<file path="src/rtl/cdec_defines.svh">
// constants for the compressed instruction decoder
`ifndef CDEC_DEFINES_SVH
`define CDEC_DEFINES_SVH
`define CDEC_XLEN_32 2'h0
`define CDEC_XLEN_64 2'h1
`define CDEC_XLEN_128 2'h2
`define CDEC_Q0 2'h0
`define CDEC_Q1 2'h1
`define CDEC_Q2 2'h2
`define CDEC_Q3 2'h3
`define CDEC_REG_X0 5'h00
`define CDEC_REG_X1 5'h01
`define CDEC_REG_X2 5'h02
`define CDEC_PRIME_HI 2'h1
`define CDEC_ALL_ZERO 16'h0000
`define CDEC_RST_VALID 1'h0
`endif

</file>
<file path="src/rtl/cdec_pkg.sv">
// types for the compressed instruction decoder
package cdec_pkg;
   typedef enum logic [2:0] {
      CL_NORMAL = 3'h0,
      CL_HINT = 3'h1,
      CL_RESERVED = 3'h2,
      CL_CUSTOM = 3'h3,
      CL_ILLEGAL = 3'h4,
      CL_LONG = 3'h5
   } cdec_cls_t;
   typedef enum logic [5:0] {
      OP_NONE, OP_ADDI4SPN, OP_FLD, OP_LQ, OP_LW, OP_FLW, OP_LD, OP_FSD,
      OP_SQ, OP_SW, OP_FSW, OP_SD, OP_NOP, OP_ADDI, OP_JAL, OP_ADDIW,
      OP_LI, OP_ADDI16SP, OP_LUI, OP_SRLI, OP_SRAI, OP_ANDI, OP_SUB,
      OP_XOR, OP_OR, OP_AND, OP_SUBW, OP_ADDW, OP_J, OP_BEQZ, OP_BNEZ,
      OP_SLLI, OP_FLDSP, OP_LQSP, OP_LWSP, OP_FLWSP, OP_LDSP, OP_JR,
      OP_MV, OP_EBREAK, OP_JALR, OP_ADD, OP_FSDSP, OP_SQSP, OP_SWSP,
      OP_FSWSP, OP_SDSP
   } cdec_op_t;
   typedef struct packed {
      cdec_cls_t cls;
      cdec_op_t op;
      logic [4:0] rd;
      logic [4:0] rs1;
      logic [4:0] rs2;
      logic shift64;
      logic wr_en;
   } cdec_dec_t;
endpackage : cdec_pkg

</file>
<file path="src/rtl/cdec_decoder.sv">
// single-stage decoder that classifies 16-bit compressed instruction words
`timescale 1ns/10ps
`default_nettype none
`include "cdec_defines.svh"
// What this block does
// - opcode chosen by quadrant bits 1:0 and funct3 bits 15:13
// - words with low bits 11 are longer instructions, not decoded here
// - operand constraints checked; violations become reserved, custom or hint
// - reserved encodings flagged as not implemented
// - custom encodings flagged separately from reserved ones
// - hint encodings identified apart from ordinary instructions
// - shift-left: on RV32 shamt bit 5 is custom, else zero destination is hint
// - zero-shamt shifts are 64-bit shifts on RV128 only, SLLI only with nonzero rd; else hints
// - Q1 funct3 001 is JAL on RV32, ADDIW otherwise, reserved when rd zero
// - LUI zero immediate reserved, zero rd hint, rd 2 selects ADDI16SP
// - Q1 right shifts on RV32 with shamt bit 5 set are custom
// - SUBW and ADDW only on RV64 and RV128; reserved on RV32
// - the all-zero word is always illegal
// - hints change no state beyond the pc; executed as no-ops
module cdec_decoder
   import cdec_pkg::*;
(
   input wire logic clk_in,
   input wire logic sys_rst_in,
   input wire logic valid_in,
   input wire logic [15:0] instr_in,
   input wire logic [1:0] xlen_in,
   input wire logic fp_en_in,
   output logic valid_out,
   output cdec_dec_t dec_out,
   output logic illegal_out,
   output logic hint_out
);
   function automatic logic [4:0] prime(input logic [2:0] f);
      prime = {`CDEC_PRIME_HI, f};
   endfunction : prime

   function automatic logic op_writes(input cdec_op_t op);
      unique case (op)
         OP_NONE, OP_FSD, OP_SQ, OP_SW, OP_FSW, OP_SD, OP_NOP, OP_J,
         OP_BEQZ, OP_BNEZ, OP_JR, OP_EBREAK, OP_FSDSP, OP_SQSP,
         OP_SWSP, OP_FSWSP, OP_SDSP: op_writes = 1'h0;
         default: op_writes = 1'h1;
      endcase
   endfunction : op_writes

   function automatic logic is_fp(input cdec_op_t op);
      unique case (op)
         OP_FLD, OP_FSD, OP_FLW, OP_FSW, OP_FLDSP, OP_FSDSP, OP_FLWSP,
         OP_FSWSP: is_fp = 1'h1;
         default: is_fp = 1'h0;
      endcase
   endfunction : is_fp

   logic valid_d;
   logic valid_q;
   cdec_dec_t dec_d;
   cdec_dec_t dec_q;
   logic rv32;
   logic rv128;
   logic rd_nz;
   logic rs2_nz;
   logic imm_nz;
   logic [2:0] f3;

   assign rv32 = (xlen_in == `CDEC_XLEN_32);
   assign rv128 = (xlen_in == `CDEC_XLEN_128);
   assign rd_nz = (instr_in[11:7] != `CDEC_REG_X0);
   assign rs2_nz = (instr_in[6:2] != `CDEC_REG_X0);
   assign imm_nz = ({instr_in[12], instr_in[6:2]} != 6'h00);
   assign f3 = instr_in[15:13];

   always_comb begin
      dec_d = '0;
      dec_d.cls = CL_NORMAL;
      dec_d.op = OP_NONE;
      dec_d.rd = instr_in[11:7];
      dec_d.rs1 = instr_in[11:7];
      dec_d.rs2 = instr_in[6:2];
      valid_d = valid_in;
      unique case (instr_in[1:0])
         `CDEC_Q0: begin
            dec_d.rd = prime(instr_in[4:2]);
            dec_d.rs1 = prime(instr_in[9:7]);
            dec_d.rs2 = prime(instr_in[4:2]);
            unique case (f3)
               3'h0: begin
                  dec_d.op = OP_ADDI4SPN;
                  dec_d.rs1 = `CDEC_REG_X2;
                  if (instr_in[12:5] == 8'h00) begin
                     dec_d.cls = CL_RESERVED;
                  end
               end
               3'h1: dec_d.op = rv128 ? OP_LQ : OP_FLD;
               3'h2: dec_d.op = OP_LW;
               3'h3: dec_d.op = rv32 ? OP_FLW : OP_LD;
               3'h4: dec_d.cls = CL_RESERVED;
               3'h5: dec_d.op = rv128 ? OP_SQ : OP_FSD;
               3'h6: dec_d.op = OP_SW;
               3'h7: dec_d.op = rv32 ? OP_FSW : OP_SD;
            endcase
         end
         `CDEC_Q1: begin
            unique case (f3)
               3'h0: begin
                  if (!rd_nz) begin
                     dec_d.op = OP_NOP;
                     if (imm_nz) begin
                        dec_d.cls = CL_HINT;
                     end
                  end else begin
                     dec_d.op = OP_ADDI;
                     if (!imm_nz) begin
                        dec_d.cls = CL_HINT;
                     end
                  end
               end
               3'h1: begin
                  if (rv32) begin
                     dec_d.op = OP_JAL;
                     dec_d.rd = `CDEC_REG_X1;
                  end else begin
                     dec_d.op = OP_ADDIW;
                     if (!rd_nz) begin
                        dec_d.cls = CL_RESERVED;
                     end
                  end
               end
               3'h2: begin
                  dec_d.op = OP_LI;
                  dec_d.rs1 = `CDEC_REG_X0;
                  if (!rd_nz) begin
                     dec_d.cls = CL_HINT;
                  end
               end
               3'h3: begin
                  if (instr_in[11:7] == `CDEC_REG_X2) begin
                     dec_d.op = OP_ADDI16SP;
                     if (!imm_nz) begin
                        dec_d.cls = CL_RESERVED;
                     end
                  end else begin
                     dec_d.op = OP_LUI;
                     if (!imm_nz) begin
                        dec_d.cls = CL_RESERVED;
                     end else if (!rd_nz) begin
                        dec_d.cls = CL_HINT;
                     end
                  end
               end
               3'h4: begin
                  dec_d.rd = prime(instr_in[9:7]);
                  dec_d.rs1 = prime(instr_in[9:7]);
                  dec_d.rs2 = prime(instr_in[4:2]);
                  unique case (instr_in[11:10])
                     2'h0, 2'h1: begin
                        dec_d.op = instr_in[10] ? OP_SRAI : OP_SRLI;
                        if (!imm_nz) begin
                           if (rv128) begin
                              dec_d.shift64 = 1'h1;
                           end else begin
                              dec_d.cls = CL_HINT;
                           end
                        end else if (rv32 && instr_in[12]) begin
                           dec_d.cls = CL_CUSTOM;
                        end
                     end
                     2'h2: dec_d.op = OP_ANDI;
                     2'h3: begin
                        if (!instr_in[12]) begin
                           unique case (instr_in[6:5])
                              2'h0: dec_d.op = OP_SUB;
                              2'h1: dec_d.op = OP_XOR;
                              2'h2: dec_d.op = OP_OR;
                              2'h3: dec_d.op = OP_AND;
                           endcase
                        end else if (!instr_in[6]) begin
                           dec_d.op = instr_in[5] ? OP_ADDW : OP_SUBW;
                           if (rv32) begin
                              dec_d.cls = CL_RESERVED;
                           end
                        end else begin
                           dec_d.cls = CL_RESERVED;
                        end
                     end
                  endcase
               end
               3'h5: begin
                  dec_d.op = OP_J;
                  dec_d.rd = `CDEC_REG_X0;
               end
               3'h6, 3'h7: begin
                  dec_d.op = f3[0] ? OP_BNEZ : OP_BEQZ;
                  dec_d.rs1 = prime(instr_in[9:7]);
                  dec_d.rs2 = `CDEC_REG_X0;
               end
            endcase
         end
         `CDEC_Q2: begin
            unique case (f3)
               3'h0: begin
                  dec_d.op = OP_SLLI;
                  if (!imm_nz) begin
                     if (rv128 && rd_nz) begin
                        dec_d.shift64 = 1'h1;
                     end else begin
                        dec_d.cls = CL_HINT;
                     end
                  end else if (rv32 && instr_in[12]) begin
                     dec_d.cls = CL_CUSTOM;
                  end else if (!rd_nz) begin
                     dec_d.cls = CL_HINT;
                  end
               end
               3'h1, 3'h2, 3'h3: begin
                  dec_d.rs1 = `CDEC_REG_X2;
                  if (f3 == 3'h2) begin
                     dec_d.op = OP_LWSP;
                  end else if (f3 == 3'h1) begin
                     dec_d.op = rv128 ? OP_LQSP : OP_FLDSP;
                  end else begin
                     dec_d.op = rv32 ? OP_FLWSP : OP_LDSP;
                  end
                  if (!rd_nz && !is_fp(dec_d.op)) begin
                     dec_d.cls = CL_RESERVED;
                  end
               end
               3'h4: begin
                  if (!instr_in[12]) begin
                     if (!rs2_nz) begin
                        dec_d.op = OP_JR;
                        dec_d.rd = `CDEC_REG_X0;
                        if (!rd_nz) begin
                           dec_d.cls = CL_RESERVED;
                        end
                     end else begin
                        dec_d.op = OP_MV;
                        dec_d.rs1 = `CDEC_REG_X0;
                        if (!rd_nz) begin
                           dec_d.cls = CL_HINT;
                        end
                     end
                  end else if (!rs2_nz) begin
                     dec_d.op = rd_nz ? OP_JALR : OP_EBREAK;
                     dec_d.rd = `CDEC_REG_X1;
                  end else begin
                     dec_d.op = OP_ADD;
                     if (!rd_nz) begin
                        dec_d.cls = CL_HINT;
                     end
                  end
               end
               3'h5: dec_d.op = rv128 ? OP_SQSP : OP_FSDSP;
               3'h6: dec_d.op = OP_SWSP;
               3'h7: dec_d.op = rv32 ? OP_FSWSP : OP_SDSP;
            endcase
            if (f3 >= 3'h5) begin
               dec_d.rs1 = `CDEC_REG_X2;
            end
         end
         `CDEC_Q3: dec_d.cls = CL_LONG;
      endcase
      // fp encodings without fp support cannot run, so they trap
      if (is_fp(dec_d.op) && !fp_en_in && dec_d.cls == CL_NORMAL) begin
         dec_d.cls = CL_ILLEGAL;
      end
      if (instr_in == `CDEC_ALL_ZERO) begin
         dec_d.cls = CL_ILLEGAL;
      end
      // a hint never writes, so the pipeline runs it as a no-op
      dec_d.wr_en = (dec_d.cls == CL_NORMAL) && op_writes(dec_d.op);
   end

   always_ff @(posedge clk_in) begin
      if (sys_rst_in) begin
         valid_q <= `CDEC_RST_VALID;
         dec_q <= '0;
      end else begin
         valid_q <= valid_d;
         dec_q <= dec_d;
      end
   end

   assign valid_out = valid_q;
   assign dec_out = dec_q;
   assign illegal_out = valid_q && (dec_q.cls == CL_RESERVED || dec_q.cls == CL_CUSTOM
                        || dec_q.cls == CL_ILLEGAL);
   assign hint_out = valid_q && (dec_q.cls == CL_HINT);
endmodule : cdec_decoder
`default_nettype wire

</file>
<file path="config.mk">
export PLATFORM = sky130hd
export DESIGN_NAME = cdec_decoder
export DESIGN_NICKNAME = d
export VERILOG_FILES = /design/src/rtl/cdec_pkg.sv /design/src/rtl/cdec_decoder.sv
export VERILOG_INCLUDE_DIRS = /design/src /design/src/rtl
export SDC_FILE = /design/constraint.sdc
export NUM_CORES = 1
export LEC_CHECK = 0
export ABC_AREA = 1
export ABC_CLOCK_PERIOD_IN_PS = 4690
export CAP_MARGIN = 20
export CELL_PAD_IN_SITES_DETAIL_PLACEMENT = 0
export CELL_PAD_IN_SITES_GLOBAL_PLACEMENT = 1
export CORE_MARGIN = 5
export CORE_UTILIZATION = 40
export DETAILED_ROUTE_END_ITERATION = 6
export DONT_BUFFER_PORTS = 1
export PLACE_DENSITY_LB_ADDON = 0.1
export RECOVER_POWER = 25
export SLEW_MARGIN = 15
export SYNTH_ARGS = -nofsm -noshare
export SYNTH_HDL_FRONTEND = slang
export SYNTH_SLANG_ARGS = --single-unit
</file>
<file path="constraint.sdc">
create_clock -name clk_in -period 4.69 [get_ports clk_in]
set_input_delay 0.7035 -clock clk_in [delete_from_list [all_inputs] [get_ports clk_in]]
set_output_delay 0.7035 -clock clk_in [all_outputs]
set_load 0.01 [all_outputs]
</file>
==> results by stage, run 1 <==
Route:
- The detailed-route vias per instance is 5.36.
- The number of DRC violations after detailed-routing iteration 0 is 178.
- The length of the first detailed-routing pass in iterations is 5.
- The detail route stage leaves a number of antenna-violating nets equal to 0.
- The total number of vias is 2234.
- After detailed routing, the number of remaining DRC violations is 0.
- The routed design has 7000 µm of wire.
- The per-cell routed wire length is 16.8 µm.

Clock network:
- The H-tree depth is 1.
- The number of buffers inserted to repair setup after CTS is 0.
- The cell sitting at the root of the clock tree is a sky130_fd_sc_hd__clkbuf_8.
- The number of clock buffers added by TritonCTS is 3.
- The TritonCTS clock tree is built.
- The clock sink count is 27.
- Once the clock tree was built, the resizer swapped 0 gates to a different size.
- The quantity of hold-fixing buffers added after cts is 0.
- The clock-pin slew reported for the worst setup and hold paths after clock tree synthesis is 0.09 ns.
- The maximum clock insertion buffer count is 2.

Floorplan:
- The die extent in x is 84.1 µm.
- The floorplan step defined a die boundary enclosing 7080 µm².
- The initial core utilization is 40.4%.
- The floorplan step set the die height to 84.1 µm.
- The number of top-level design ports is 51.
- The core area is 5440 µm².
- In this run the core area contains 27 standard-cell rows.

Yosys:
- The area of the mapped netlist is 2200 µm².
- The dominant cell by count in the synthesized netlist is sky130_fd_sc_hd__nand2_1.
- The count of flip-flops with a built-in enable after synthesis is 0.
- Yosys attributes the largest share of cell area to sky130_fd_sc_hd__dfxtp_1 25%, sky130_fd_sc_hd__nand2_1 14%, sky130_fd_sc_hd__nand3_1 8.4%, sky130_fd_sc_hd__inv_1 7.3%, sky130_fd_sc_hd__nor2_1 6.1%.
- Sequential elements use 24.6% of the synthesized area.
- A synthesized cell averages 6.25 µm².
- The distinct cell type count after synthesis is 39.
- The post-synthesis async set-or-reset flop share is 0%.
- The number of nets handed over by synthesis was 384.
- The register bit total from synthesis is 27.
- By count the netlist is led by 84 x sky130_fd_sc_hd__nand2_1, 43 x sky130_fd_sc_hd__inv_1, 37 x sky130_fd_sc_hd__nand3_1.
- The library cell occupying the most area in the post-synthesis netlist is sky130_fd_sc_hd__dfxtp_1.
- The main flop type after synthesis is sky130_fd_sc_hd__dfxtp_1.
- The share of Yosys cell area claimed by the top area cell type is 24.6%.
- The number of instances in the synthesized netlist is 352.
- The total of warnings raised by yosys is 0.

Global route:
- Entering global routing, the biggest net connects 18 pins.
- The total overflow left after global routing is 0.
- The aggregate global-route resource usage is 19.4%.
- The number of global-route vias before repair was 2181.
- The wire length of the first global-routing pass is 11100 µm.
- The initial antenna violation count is 0.

Worst setup path:
- Walking the worst path, the cells encountered are inv_1 > ha_1 > nand3_1 > ha_1 > o221ai_1 > o21ai_0 > nand3b_1 > nand2_1 > nand2_1 > nor3_1 > nand2_2 > nand2_1 > nor2_2.
- The kind of start point of the critical path is an input pin.
- The arrival time of the worst setup path is 2.49 ns.
- The critical path endpoint category is a flip-flop.
- The required time of the critical path is 4.87 ns.
- The cell with the largest stage delay on the worst path is sky130_fd_sc_hd__ha_1.
- The type of the worst setup path is input pin to flip-flop.
- The largest single stage delay on the critical path is 0.34 ns.
- Along the worst path, the maximum fanout reaches 8.
- The most repeated library cell on the critical path is sky130_fd_sc_hd__nand2_1.

Pwr:
- IR analysis of the VDD net gives a maximum drop of 0.114 mV.
- In this run the static leakage power is 1.10 nW.
- Dividing total power by cell area gives a power density of 227 nW/µm².

Final layout:
- Summing all non-filler instances in the final layout gives an area of 2280 µm².
- 0 antenna diodes ended up in the layout.
- Cells with a size suffix above 1 make up 12.2% of the layout.
- The net count of the finished layout is 378.
- Relative to the synthesized area, the layout overhead comes to 3.53%.

Timing:
- Static timing analysis puts the maximum clock frequency at 0.431 GHz.
- The setup total negative slack is 0 ns.
- At the pin with the least slew margin, the transition time is 0.621 ns.
- Setup violations remaining at the end of the flow were counted as 0.
- The worst slew slack as a fraction of its limit is 58.3%.
- The time the worst path needs with I/O delays and setup is 2.32 ns.
- Setup repair after global routing left no endpoint under its margin.
- The ratio of final minimum period to clock period is 49.4%.
- The count of final hold-check violations is 0.
- The final-report max-slew violation count came to 0.

Place:
- During placement, the flow inserted port buffers numbering 0.
- The area of placed instances is 2230 µm².
- At the end of routability-driven placement, the weighted congestion stood at 0.924.
- After legalization and detailed placement, the total HPWL measured 5700 µm.

Status:
- The flow ran to the end, and the final reports show no timing, DRC or antenna violations.

Worst hold path:
- Along the worst hold path, the cell count comes to 1.
- The worst-case hold path end point is dec_out[25]$_SDFF_PP0_.
- In this run the worst hold path is classified as input pin to flip-flop.
- The startpoint of the tightest hold check path is sys_rst_in.

Flow run:
- Across the run, the number of max-cap violations was 0.
## critical path, delay by kind of cell
family	cells	cell delay [ns]
AND/OR/NAND/NOR	8	0.77
buffers and inverters	1	0.12
AO/OA/AOI/OAI	2	0.31
adder cells (fa/ha/maj)	2	0.57
## worst max-delay path by stage
stage,startpoint,end,depth (start not counted)
floorplan,instr_in[12],dec_out[0]$_SDFF_PP0_,13
global placement,instr_in[12],dec_out[0]$_SDFF_PP0_,13
detailed placement,instr_in[1],dec_out[0]$_SDFF_PP0_,10
CTS,instr_in[1],dec_out[0]$_SDFF_PP0_,10
global route,instr_in[1],dec_out[0]$_SDFF_PP0_,10
finish,instr_in[12],dec_out[0]$_SDFF_PP0_,13
## sequential cells by signal, summed over array words and instances (netlist names)
name,cells
dec_out,26
valid_out,1
## metrics by stage
step | power [mW] | instances | setup slack, ns | utilization [%] | hold WS, ns
after floorplan | 0.371 | 352 | 2.36 | - | 0.810
after global placement | 0.397 | 413 | 2.06 | 41.0 | 0.771
after detailed placement | 0.395 | 413 | 2.06 | 41.0 | 0.771
after CTS | 0.522 | 417 | 2.36 | 41.8 | 0.473
after global routing | 0.549 | 417 | 2.13 | 41.8 | 0.470
final | 0.516 | 417 | 2.37 | 41.8 | 0.481
## placed cells by master (no fill, tap or decap), types with 4 or more instances in the layout
cell / Yosys / layout
sky130_fd_sc_hd__inv_1: 43 / 43
sky130_fd_sc_hd__dfxtp_1: 27 / 27
sky130_fd_sc_hd__o21ai_1: 4 / 4
sky130_fd_sc_hd__o21ai_0: 17 / 17
sky130_fd_sc_hd__inv_2: 6 / 6
sky130_fd_sc_hd__nor2_4: 4 / 4
sky130_fd_sc_hd__nand2_1: 84 / 84
sky130_fd_sc_hd__nand2_2: 9 / 9
sky130_fd_sc_hd__nand3_1: 37 / 37
sky130_fd_sc_hd__nor2_1: 36 / 36
sky130_fd_sc_hd__a21oi_1: 16 / 16
sky130_fd_sc_hd__nand2_4: 4 / 4
sky130_fd_sc_hd__nor3_1: 7 / 7
sky130_fd_sc_hd__ha_1: 10 / 10
sky130_fd_sc_hd__nor2_2: 8 / 8
## layout make-up
class	count	area [µm²]
multi-input cells	264	1410
clock inverters	1	5.00
well taps	72	90.1
fillers	636	3160
clock buffers	3	41.3
flip-flops and latches	27	541
inverters	50	190
## report_power, final
group | switching [mW] | internal, mW
sequential | 0.0126 | 0.243
clock | 0.0668 | 0.0594
combinational | 0.0914 | 0.0433
## per-layer routing
metal  up-vias  track usage [%]  wire length, µm
met5         -                0                0
met4         0             5.41              136
met3        11             2.36              567
met2        91             32.1             3120
met1      1006             26.6             3180
li1       1126                -                -
## logic make-up after synthesis
kind of cell | count (synthesis) | share of synthesized area (%)
buffers and inverters | 61 | 11.3
and+or+nand+nor | 201 | 43.9
DFF | 27 | 24.6
adders and majority gates | 10 | 5.69
AOI/OAI and AO/OA | 53 | 14.5
Note: power is estimated with default switching activity, not from simulation.
==> run 2: changes to the inputs <==
Settings changed: ABC_CLOCK_PERIOD_IN_PS 4690 to 2400.
Clock period 4.69 ns to 2.4 ns, I/O delays scaled along.
==> run 2 against run 1 <==
Compared with the run above: sequential share of layout area decreased by 0.64 points; sequential cell count unchanged; die area stayed put; via count grew 2.1%; clock power grew 100%; worst setup slack worse by 1.9 ns; critical endpoint unchanged.
==> results by stage, run 2 (same netlist as run 1, synthesis figures left out) <==
Place:
- The count of buffers added on input and output ports is 0.
- The routability-driven placement congestion ratio is 0.977.
- Detailed placement finished with a half-perimeter wire length of 5710 µm.

Worst setup path:
- In this run the worst path has a maximum fanout of 8.
- For the worst setup path, the data required time is 2.58 ns.
- The worst setup path is captured at a flip-flop.
- The cell with the largest stage delay on the worst path is sky130_fd_sc_hd__ha_1.
- The kind of start point of the critical path is an input pin.
- The most repeated library cell on the critical path is sky130_fd_sc_hd__nand2_1.
- The worst stage delay on the critical path is 0.33 ns.
- Data arrives at the worst endpoint at 2.07 ns.
- The type of the worst setup path is input pin to flip-flop.
- Walking the worst path, the cells encountered are inv_1 > ha_1 > nand3_1 > ha_1 > o221ai_1 > o21ai_0 > nand3b_1 > nand2_1 > nand2_1 > nor3_1 > nand2_2 > nand2_1 > nor2_2.

Floorplan:
- The initialized floorplan defines 27 standard-cell rows.
- The number of top-level design ports is 51.
- The core area is 5440 µm².
- The die extent in x is 84.1 µm.
- The die footprint is 7080 µm².
- The die is 84.1 µm tall.
- The initial core utilization is 40.4%.

Clock network:
- The clock-pin slew reported for the worst setup and hold paths after clock tree synthesis is 0.09 ns.
- The quantity of hold-fixing buffers added after cts is 0.
- The root buffer selected by CTS is sky130_fd_sc_hd__clkbuf_8.
- The number of clock buffers added by TritonCTS is 3.
- The H-tree depth is 1.
- No sink is reached through more buffers than the 2 on the longest clock path.
- The count of instances resized after the clock tree is built is 0.
- Post-CTS timing repair inserted 0 buffers for setup.
- TritonCTS built the clock tree.
- The clock sink count is 27.

Final layout:
- Of the cells placed in the final design, the portion with a size suffix greater than 1 is 14.2%.
- The most common library cell in the layout ignoring fill and taps is sky130_fd_sc_hd__nand2_1.
- For this run, the post-layout net count is 386.
- The number of inserted diodes is 0.
- Compared with the post-synthesis result, the final layout area differs by 6.37%.
- Leaving out fill and tap cells, the most frequent cells in the layout are 84 x sky130_fd_sc_hd__nand2_1, 43 x sky130_fd_sc_hd__inv_1, 37 x sky130_fd_sc_hd__nand3_1.
- The number of flip-flops under the largest register name is 26.

Timing:
- Setup repair after global routing left no endpoint under its margin.
- The time the worst path needs with I/O delays and setup is 1.89 ns.
- Static timing analysis puts the maximum clock frequency at 0.529 GHz.
- The ratio of final minimum period to clock period is 78.8%.
- In the final timing run, aggregate negative setup slack is 0 ns.
- Hold is met by 0.142 ns.
- The count of final hold-check violations is 0.
- The final-report max-slew violation count came to 0.
- At the pin with the least slew margin, the transition time is 0.438 ns.
- The number of failing setup endpoints in the final timing report is 0.
- The worst slew slack as a fraction of its limit is 70.5%.

Worst hold path:
- The worst-case hold path end point is dec_out[25]$_SDFF_PP0_.
- Counting instances, the worst hold path has a depth of 1.
- The classification of the worst-slack hold path is input pin to flip-flop.
- The startpoint of the tightest hold check path is sys_rst_in.

Route:
- The total number of vias is 2282.
- Using the TritonRoute via totals, the vias-per-cell ratio works out to 5.37.
- The length of the first detailed-routing pass in iterations is 4.
- In the final routed layout, each cell accounts on average for 16.6 µm.
- The number of design rule violations left after detail routing is 0.
- For this block, the routed nets add up to 7070 µm of wire.
- The number of DRC violations after detailed-routing iteration 0 is 235.
- The count of nets left with antenna violations once routing finished came out at 0.

Status:
- The run finished with clean final reports.

Pwr:
- The worst-case IR drop observed on VDD is 0.230 mV.
- The power density normalized to cell area is 439 nW/µm².
- For this design the static power due to leakage is 1.14 nW.

Flow run:
- The number of maximum-capacitance violations is 0.

Global route:
- For this run, the total global-route usage over all layers was measured as 20.2%.
- The sum of overflow across all layers after global routing is 0.
- The first global-routing pass estimated 11500 µm of wire.
- The number of global-route vias before repair is 2195.
- The initial antenna violation count was 0.
- Entering global routing, the biggest net connects 18 pins.
-- run 2: final cells by class --
cell class                      instances  area (µm²)
Inverter                               50         190
Tap cell                               72        90.1
Clock buffer                            3        41.3
Sequential cell                        27         541
Timing Repair Buffer                    8        60.1
Clock inverter                          1        7.51
Fill cell                             617        3100
Multi-Input combinational cell        264        1410
-- run 2: how the worst max path moves through the flow --
| stage | slack (ns) | endpoint | cells after the start | startpoint |
|---|---|---|---|---|
| 2_1_floorplan | 0.41 | dec_out[0]$_SDFF_PP0_ | 13 | instr_in[12] |
| 3_3_place_gp | 0.24 | dec_out[0]$_SDFF_PP0_ | 13 | instr_in[12] |
| 3_5_place_dp | 0.23 | dec_out[0]$_SDFF_PP0_ | 13 | instr_in[12] |
| 4_1_cts | 0.53 | dec_out[0]$_SDFF_PP0_ | 13 | instr_in[12] |
| 5_1_grt | 0.33 | dec_out[0]$_SDFF_PP0_ | 13 | instr_in[12] |
| 6_report | 0.51 | dec_out[0]$_SDFF_PP0_ | 13 | instr_in[12] |
-- run 2: power by group --
group	internal, mW	total [mW]	switching, mW
Combinational	0.0923	0.275	0.183
Clock	0.118	0.253	0.135
Sequential	0.475	0.499	0.0241
Total	0.685	1.03	0.342
-- run 2: stage by stage --
| stage | power [mW] | util, % | setup slack, ns | cell area (µm²) | cells |
|---|---|---|---|---|---|
| 4_1_cts | 1.04 | 43.0 | 0.525 | 2340 | 425 |
| 2_1_floorplan | 0.726 | - | 0.413 | 2200 | 352 |
| 3_5_place_dp | 0.783 | 42.1 | 0.234 | 2290 | 421 |
| 3_3_place_gp | 0.788 | 42.1 | 0.242 | 2290 | 421 |
| 6_report | 1.03 | 43.0 | 0.509 | 2340 | 425 |
| 5_1_grt | 1.10 | 43.0 | 0.332 | 2340 | 425 |
-- run 2: critical path, delay by kind of cell --
kind                     cells  cell delay, ns
AO/OA/AOI/OAI                2            0.31
AND/OR/NAND/NOR              8            0.76
adder cells (fa/ha/maj)      2            0.53
buffers and inverters        1            0.11
-- run 2: routing by layer --
metal | vias to the layer above | part of all wire [%] | global-route usage, %
met4 | 0 | 1.3 | 5.56
met2 | 91 | 45 | 32.5
met5 | - | 0 | 0
li1 | 1141 | - | -
met3 | 9 | 8.1 | 3.14
met1 | 1041 | 46 | 28.0
